--- config.mk ---
export PLATFORM = sky130hd
export DESIGN_NAME = ald_decoder
export DESIGN_NICKNAME = d
export VERILOG_FILES = /design/src/hw/ald_pkg.sv /design/src/hw/ald_decoder.sv /design/src/hw/ald_form_decode.sv
export SDC_FILE = /design/constraint.sdc
export NUM_CORES = 1
export LEC_CHECK = 0
export BUFFER_PORTS_ARGS = -buffer_cell sky130_fd_sc_hd__buf_4
export CORE_AREA = 2 2 47 49
export CTS_CLUSTER_DIAMETER = 200
export DETAILED_ROUTE_END_ITERATION = 10
export DIE_AREA = 0 0 49 51
export PLACE_DENSITY = 0.75
export SLEW_MARGIN = 20
export SYNTH_ARGS = -nofsm -noshare
export SYNTH_HDL_FRONTEND = slang
export SYNTH_SLANG_ARGS = --single-unit
export TNS_END_PERCENT = 5
--- constraint.sdc ---
create_clock -name clk_i -period 2 [get_ports clk_i]
set_clock_uncertainty 0.05 [all_clocks]
set_input_delay 0.3 -clock clk_i [delete_from_list [all_inputs] [get_ports clk_i]]
set_output_delay 0.3 -clock clk_i [all_outputs]
set_load 0.02 [all_outputs]
--- src/hw/ald_pkg.sv ---
// Package of opcode, field and length constants for the arithmetic decoder
package ald_pkg;

  // ==========================================================================
  // Operation and operand form enumerations
  typedef enum logic [3:0] {
    ALD_OP_NONE, ALD_OP_ADD, ALD_OP_ADD_WITH_CARRY,
    ALD_OP_SUBTRACT_WITH_BORROW,
    ALD_OP_INCREMENT, ALD_OP_DECREMENT_OP, ALD_OP_INC_DATA_POINTER,
    ALD_OP_MULTIPLY_ACC_AUX, ALD_OP_DIVIDE_ACC_AUX, ALD_OP_DECIMAL_ADJUST_ACC,
    ALD_OP_BITWISE_AND_OP, ALD_OP_BITWISE_OR_OP
  } ald_op_e;

  typedef enum logic [2:0] {
    ALD_SRC_NONE, ALD_SRC_ACC, ALD_SRC_BANK_REGISTER_OPERAND, ALD_SRC_DIRECT,
    ALD_SRC_POINTER_INDIRECT_OPERAND, ALD_SRC_IMMEDIATE
  } ald_src_e;

  typedef enum logic [1:0] {
    ALD_DST_NONE, ALD_DST_ACC, ALD_DST_OPERAND, ALD_DST_DIRECT
  } ald_dst_e;

  // ==========================================================================
  // Decoded control bundle
  typedef struct packed {
    logic     valid;
    ald_op_e  op;
    ald_src_e src;
    ald_dst_e dst;
    logic [2:0] sel;
    logic [1:0] bytes;
    logic [2:0] cycles;
  } ald_ctrl_s;

  // ==========================================================================
  // Opcode fields and group bases
  localparam int unsigned ALD_HI_MSB = 7;
  localparam int unsigned ALD_HI_LSB = 4;
  localparam int unsigned ALD_LO_MSB = 3;
  localparam int unsigned ALD_LO_LSB = 0;
  localparam int unsigned ALD_REG_BIT = 3;
  localparam int unsigned ALD_PTR_BIT = 0;

  localparam logic [3:0] ALD_HI_INC        = 4'h0;
  localparam logic [3:0] ALD_HI_DECR       = 4'h1;
  localparam logic [3:0] ALD_HI_ADD        = 4'h2;
  localparam logic [3:0] ALD_HI_CARRY_ADD  = 4'h3;
  localparam logic [3:0] ALD_HI_OR         = 4'h4;
  localparam logic [3:0] ALD_HI_AND        = 4'h5;
  localparam logic [3:0] ALD_HI_BORROW_SUB = 4'h9;

  localparam logic [3:0] ALD_LO_TO_DIR_ACC = 4'h2;
  localparam logic [3:0] ALD_LO_TO_DIR_IMM = 4'h3;
  localparam logic [3:0] ALD_LO_IMM        = 4'h4;
  localparam logic [3:0] ALD_LO_DIR        = 4'h5;
  localparam logic [3:0] ALD_LO_IND0       = 4'h6;
  localparam logic [3:0] ALD_LO_IND1       = 4'h7;

  localparam logic [7:0] ALD_OPC_INC_POINTER = 8'hA3;
  localparam logic [7:0] ALD_OPC_MULTIPLY    = 8'hA4;
  localparam logic [7:0] ALD_OPC_DIVIDE      = 8'h84;
  localparam logic [7:0] ALD_OPC_BCD_ADJUST  = 8'hD4;

  // ==========================================================================
  // Lengths and cycle counts
  localparam logic [1:0] ALD_LEN1 = 2'h1;
  localparam logic [1:0] ALD_LEN2 = 2'h2;
  localparam logic [1:0] ALD_LEN3 = 2'h3;
  localparam logic [2:0] ALD_CYC1 = 3'h1;
  localparam logic [2:0] ALD_CYC2 = 3'h2;
  localparam logic [2:0] ALD_CYC4 = 3'h4;
  localparam logic [2:0] ALD_SEL0 = 3'h0;

endpackage : ald_pkg

--- src/hw/ald_decoder.sv ---
// Registered decoder for the arithmetic and logical instruction group
`timescale 1ns/1ps

// How it works
// - Opcodes 28-2F, 25, 26-27 and 24 decode as add to the accumulator.
// - Opcodes 38-3F, 35, 36-37 and 34 decode as add with carry.
// - Opcodes 98-9F, 95, 96-97 and 94 decode as subtract with borrow.
// - Register, pointer forms: 1 byte; direct, immediate: 2; all 1 cycle.
// - Opcodes 58-5F, 55, 56-57 and 54: one-cycle AND into the accumulator.
// - 52 ANDs acc into direct: 2 bytes, 1 cycle; 53 ANDs immediate: 3, 2.
// - Opcodes 48-4F, 45, 46-47 and 44: one-cycle OR into the accumulator.
// - 42 ORs acc into direct: 2 bytes, 1 cycle; 43 ORs immediate: 3, 2.
module ald_decoder (
  input  wire logic        clk_i,
  input  wire logic        reset_i,
  input  wire logic        opcode_valid_i,
  input  wire logic [7:0]  opcode_i,
  output ald_pkg::ald_ctrl_s ctrl_o,
  output logic             unknown_o
);

  // ==========================================================================
  // Operand form of the low nibble
  logic [3:0]          hi;
  logic [3:0]          lo;
  ald_pkg::ald_src_e   form_src;
  logic [2:0]          form_sel;
  logic [1:0]          form_bytes;
  logic                form_hit;

  assign hi = opcode_i[ald_pkg::ALD_HI_MSB:ald_pkg::ALD_HI_LSB];
  assign lo = opcode_i[ald_pkg::ALD_LO_MSB:ald_pkg::ALD_LO_LSB];

  ald_form_decode u_form (
    .lo_i    (lo),
    .src_o   (form_src),
    .sel_o   (form_sel),
    .bytes_o (form_bytes),
    .hit_o   (form_hit)
  );

  // ==========================================================================
  // Next decoded controls
  ald_pkg::ald_ctrl_s ctrl_d, ctrl_q;
  logic               unknown_d, unknown_q;

  always_comb begin
    ctrl_d        = '0;
    ctrl_d.op     = ald_pkg::ALD_OP_NONE;
    ctrl_d.src    = form_src;
    ctrl_d.dst    = ald_pkg::ALD_DST_ACC;
    ctrl_d.sel    = form_sel;
    ctrl_d.bytes  = form_bytes;
    ctrl_d.cycles = ald_pkg::ALD_CYC1;
    unknown_d     = 1'b0;
    if (opcode_valid_i) begin
      ctrl_d.valid = 1'b1;
      if (opcode_i == ald_pkg::ALD_OPC_INC_POINTER) begin
        ctrl_d.op     = ald_pkg::ALD_OP_INC_DATA_POINTER;
        ctrl_d.src    = ald_pkg::ALD_SRC_NONE;
        ctrl_d.dst    = ald_pkg::ALD_DST_NONE;
        ctrl_d.bytes  = ald_pkg::ALD_LEN1;
        ctrl_d.cycles = ald_pkg::ALD_CYC2;
      end else if (opcode_i == ald_pkg::ALD_OPC_MULTIPLY ||
                   opcode_i == ald_pkg::ALD_OPC_DIVIDE) begin
        ctrl_d.op     = (opcode_i == ald_pkg::ALD_OPC_MULTIPLY) ?
                        ald_pkg::ALD_OP_MULTIPLY_ACC_AUX :
                        ald_pkg::ALD_OP_DIVIDE_ACC_AUX;
        ctrl_d.src    = ald_pkg::ALD_SRC_ACC;
        ctrl_d.bytes  = ald_pkg::ALD_LEN1;
        ctrl_d.cycles = ald_pkg::ALD_CYC4;
      end else if (opcode_i == ald_pkg::ALD_OPC_BCD_ADJUST) begin
        ctrl_d.op    = ald_pkg::ALD_OP_DECIMAL_ADJUST_ACC;
        ctrl_d.src   = ald_pkg::ALD_SRC_ACC;
        ctrl_d.bytes = ald_pkg::ALD_LEN1;
      end else if ((hi == ald_pkg::ALD_HI_INC || hi == ald_pkg::ALD_HI_DECR)
                   && (form_hit || lo == ald_pkg::ALD_LO_IMM)) begin
        ctrl_d.op = (hi == ald_pkg::ALD_HI_INC) ? ald_pkg::ALD_OP_INCREMENT
                    : ald_pkg::ALD_OP_DECREMENT_OP;
        if (lo == ald_pkg::ALD_LO_IMM) begin
          ctrl_d.src   = ald_pkg::ALD_SRC_ACC; // x4 is the accumulator form
          ctrl_d.bytes = ald_pkg::ALD_LEN1;
        end
        ctrl_d.dst = (lo == ald_pkg::ALD_LO_IMM) ? ald_pkg::ALD_DST_ACC
                     : ald_pkg::ALD_DST_OPERAND;
      end else if ((hi == ald_pkg::ALD_HI_AND || hi == ald_pkg::ALD_HI_OR) &&
                   (lo == ald_pkg::ALD_LO_TO_DIR_ACC ||
                    lo == ald_pkg::ALD_LO_TO_DIR_IMM)) begin
        ctrl_d.op = (hi == ald_pkg::ALD_HI_AND) ?
                    ald_pkg::ALD_OP_BITWISE_AND_OP :
                    ald_pkg::ALD_OP_BITWISE_OR_OP;
        ctrl_d.dst = ald_pkg::ALD_DST_DIRECT;
        ctrl_d.sel = ald_pkg::ALD_SEL0;
        if (lo == ald_pkg::ALD_LO_TO_DIR_ACC) begin
          ctrl_d.src   = ald_pkg::ALD_SRC_ACC;
          ctrl_d.bytes = ald_pkg::ALD_LEN2;
        end else begin
          ctrl_d.src    = ald_pkg::ALD_SRC_IMMEDIATE;
          ctrl_d.bytes  = ald_pkg::ALD_LEN3;
          ctrl_d.cycles = ald_pkg::ALD_CYC2;
        end
      end else if (form_hit) begin
        unique case (hi)
          ald_pkg::ALD_HI_ADD:  ctrl_d.op = ald_pkg::ALD_OP_ADD;
          ald_pkg::ALD_HI_CARRY_ADD: begin
            ctrl_d.op = ald_pkg::ALD_OP_ADD_WITH_CARRY;
          end
          ald_pkg::ALD_HI_BORROW_SUB: begin
            ctrl_d.op = ald_pkg::ALD_OP_SUBTRACT_WITH_BORROW;
          end
          ald_pkg::ALD_HI_AND: begin
            ctrl_d.op = ald_pkg::ALD_OP_BITWISE_AND_OP;
          end
          ald_pkg::ALD_HI_OR: begin
            ctrl_d.op = ald_pkg::ALD_OP_BITWISE_OR_OP;
          end
          default: ctrl_d.op = ald_pkg::ALD_OP_NONE;
        endcase
      end
      if (ctrl_d.op == ald_pkg::ALD_OP_NONE) begin
        ctrl_d    = '0;
        unknown_d = 1'b1; // Outside this group
      end
    end else begin
      ctrl_d = '0;
    end
  end

  // Register the decoded controls
  always_ff @(posedge clk_i) begin
    if (reset_i) begin
      ctrl_q    <= '0;
      unknown_q <= 1'b0;
    end else begin
      ctrl_q    <= ctrl_d;
      unknown_q <= unknown_d;
    end
  end

  assign ctrl_o    = ctrl_q;
  assign unknown_o = unknown_q;
endmodule : ald_decoder

--- src/hw/ald_form_decode.sv ---
// Operand form decoder shared by the five accumulator groups and the increment and decrement rows
`timescale 1ns/1ps

module ald_form_decode (
  input  wire logic [3:0]       lo_i,
  output ald_pkg::ald_src_e     src_o,
  output logic [2:0]            sel_o,
  output logic [1:0]            bytes_o,
  output logic                  hit_o
);

  // Low nibble: 4 immediate, 5 direct, 6-7 pointer, 8-F bank register
  always_comb begin
    src_o   = ald_pkg::ALD_SRC_NONE;
    sel_o   = ald_pkg::ALD_SEL0;
    bytes_o = ald_pkg::ALD_LEN1;
    hit_o   = 1'b1;
    if (lo_i[ald_pkg::ALD_REG_BIT]) begin
      src_o = ald_pkg::ALD_SRC_BANK_REGISTER_OPERAND;
      sel_o = lo_i[2:0];
    end else if (lo_i == ald_pkg::ALD_LO_IND0 ||
                 lo_i == ald_pkg::ALD_LO_IND1) begin
      src_o = ald_pkg::ALD_SRC_POINTER_INDIRECT_OPERAND;
      sel_o = {2'h0, lo_i[ald_pkg::ALD_PTR_BIT]};
    end else if (lo_i == ald_pkg::ALD_LO_DIR) begin
      src_o   = ald_pkg::ALD_SRC_DIRECT;
      bytes_o = ald_pkg::ALD_LEN2;
    end else if (lo_i == ald_pkg::ALD_LO_IMM) begin
      src_o   = ald_pkg::ALD_SRC_IMMEDIATE;
      bytes_o = ald_pkg::ALD_LEN2;
    end else begin
      hit_o = 1'b0;
    end
  end

endmodule : ald_form_decode

==> impl_metrics.sql <==
INSERT INTO impl_metrics (metric_group, metric, value, unit) VALUES
('outcome', 'outcome', 'completed', ''),
('worst_setup_path', 'critical_path.cell_chain', 'buf_4, or4b_1, a211oi_1, a311o_2, a211oi_2, buf_4, nor4_1', ''),
('timing', 'grt_setup_unrepaired', 'false', ''),
('worst_setup_path', 'setup.worst_path.start', 'opcode_i[3]', ''),
('cts', 'cts_hold_buf', '0', ''),
('worst_setup_path', 'cp_num_buf_inv', '2', ''),
('timing', 'worst_slew_margin_rel', '0.714', ''),
('cts', 'tritoncts', 'built', ''),
('cts', 'cts_post_setup_buffers_inserted', '0', ''),
('route', 'detail_route.drc_violations', '0', ''),
('flow_run', 'max_cap_violations', '0', ''),
('finish', 'design.final.nets', '151', ''),
('worst_setup_path', 'timing.critical_path.depth', '7', ''),
('cts', 'cts.root.buffer_cell', 'clkbuf_4', ''),
('synth', 'synth_enable_flop_cells', '0', ''),
('cts', 'numCtsBuffers', '3', ''),
('worst_setup_path', 'worst_path_dominant_cell_family', 'simple AND/OR/NAND/NOR gates', ''),
('synth', 'syn_avg_cell_area', '9.10', 'um2'),
('worst_setup_path', 'cp_slowest_cell', 'or4b_1', ''),
('hold_path', 'hp-class', 'input pin to register', ''),
('timing', 'fin_worst_hold_slack', '0.312', 'ns'),
('synth', 'yosys_register_bits', '19', ''),
('synth', 'netlist_instances', '103', ''),
('worst_setup_path', 'cp_common_cell', 'buf_4', ''),
('cts', 'cts_num_sinks', '19', ''),
('cts', 'cts_resized', '0', ''),
('power', 'irDropWorstVdd', '258', 'uV'),
('route', 'postRouteAntennaNets', '0', ''),
('worst_setup_path', 'setup.worst_path.end_class', 'register', ''),
('timing', 'post_route_clock_period_utilization', '0.919', ''),
('global_route', 'total_track_usage', '0.177', ''),
('finish', 'fillCellCount', '190', ''),
('floorplan', 'die-area', '0.00250', 'mm2'),
('timing', 'max_slew.worst_pin.slew', '0.418', 'ns'),
('worst_setup_path', 'timing.critical_path.to', 'ctrl_o[5]$_SDFF_PP0_', ''),
('route', 'drt-wirelength-per-cell', '13.0', 'um'),
('synth', 'synth.lib_cells_used.distinct', '40', ''),
('placed_design', 'hpwl', '1.65', 'mm'),
('finish', 'most_used_cells_in_the_layout_excluding_fill_and_tap_cells', 'buf_4, dfxtp_1, nor3_1', ''),
('global_route', 'grt_start_max_net_pins', '14', ''),
('route', 'drt-total-wl', '2.17', 'mm'),
('timing', 'timing_hold_violations_final', '0', ''),
('power', 'power_density', '591', 'mW/mm2'),
('floorplan', 'top_level_ports', '30', ''),
('route', 'routed-via-count', '901', ''),
('synth', 'sequential_fraction_of_the_synthesis_area', '0.406', ''),
('timing', 'setup_total_negative_slack', '0', 'ns'),
('worst_setup_path', 'critPathMaxFanout', '11', ''),
('power', 'leakage', '0.561', 'nW'),
('floorplan', 'floorplan.core_area', '0.00206', 'mm2'),
('finish', 'antennaDiodeCount', '0', ''),
('timing', 'post-route-worst-setup-slack', '0.161', 'ns'),
('synth', 'syn-num-nets', '114', ''),
('route', 'detail_route.first_pass.iterations', '4', ''),
('timing', 'setup_viol', '0', ''),
('timing', 'max_clock_freq', '544', 'MHz'),
('floorplan', 'fp.dieW', '49', 'um'),
('worst_setup_path', 'path_class', 'input pin to register', ''),
('cts', 'ctsHtreeMaxLevel', '1', ''),
('synth', 'dominantRegCellSynth', 'dfxtp_1', ''),
('placed_design', 'number_of_input_and_output_port_buffers_inserted', '29', ''),
('worst_setup_path', 'max_stage_delay', '0.55', 'ns'),
('floorplan', 'number_of_rows_in_the_core_area', '17', ''),
('placed_design', 'gpl.final_weighted_congestion', '0.878', ''),
('synth', 'share_of_synthesized_registers_carrying_an_async_set_or_reset', '0', ''),
('route', 'drt-initial-drc-count', '30', ''),
('worst_setup_path', 'crit_required', '2.12', 'ns'),
('cts', 'cts_buffer_depth', '2', ''),
('global_route', 'grt_pass1_vias', '829', ''),
('global_route', 'grt_overflow', '0', ''),
('route', 'vias_per_cell', '5.40', '');
## cells by family (layout without fill, tap and decap cells)
group,Yosys count,count (layout),share of synthesized area
and+or+nand+nor,38,38,0.256
DFF,19,19,0.406
xor gates and xnor gates,2,2,0.0187
AOI/OAI and AO/OA,29,29,0.227
buffers and inverters,15,51,0.0921
## power breakdown
part           switching [mW]  internal (mW)
clock                   0.105         0.0775
combinational          0.0916         0.0774
sequential            0.00283          0.390
## layer usage
layer  vias up  track usage  wire [um]
li1        456            -          -
met1       404        0.203        934
met2        32        0.333       1100
met3         9       0.0175         82
met4         0       0.0762         52
met5         -            0          0
## synthesized netlist by cell type, drive strengths merged (2+ instances only)
cell type	n	share of area
inv	5	0.020
and4b	2	0.021
nor4	2	0.013
a31oi	3	0.020
nor2	5	0.020
clkbuf	5	0.020
nor3b	4	0.044
a21oi	6	0.032
nand2b	2	0.013
dfxtp	19	0.41
buf	5	0.052
nand3	3	0.016
o21ai	4	0.021
a211o	2	0.019
a211oi	4	0.037
nand2	5	0.020
nor3	7	0.037
## through the flow
step / cell area [um2] / util / instances
finish: 1260 / 0.610 / 167
global placement: 1230 / 0.597 / 163
global route: 1260 / 0.610 / 167
CTS: 1260 / 0.610 / 167
floorplan: 937 / - / 103
detailed placement: 1230 / 0.597 / 163
## registers in the layout, summed over array words and instances (netlist names)
name / flops
ctrl_o: 18
unknown_o: 1
## layout make-up
cell class              instances  area [um2]  area share
inverters                       5        18.8      0.0149
multi-input cells              69         470       0.374
flip-flops and latches         19         380       0.302
repair buffers                 42         328       0.260
well taps                      28        35.0      0.0278
clock buffers                   4        26.3      0.0209
## worst min path at each step
stage,from,end,slack (ns)
after floorplan,opcode_i[4],ctrl_o[14]$_SDFF_PP0_,0.44
after global placement,opcode_i[4],ctrl_o[14]$_SDFF_PP0_,0.62
after detailed placement,opcode_i[4],ctrl_o[14]$_SDFF_PP0_,0.62
after CTS,opcode_i[4],ctrl_o[14]$_SDFF_PP0_,0.31
after global routing,opcode_i[4],ctrl_o[14]$_SDFF_PP0_,0.32
final,opcode_i[4],ctrl_o[14]$_SDFF_PP0_,0.31
No activity file was read; power rests on OpenSTA's default activity.
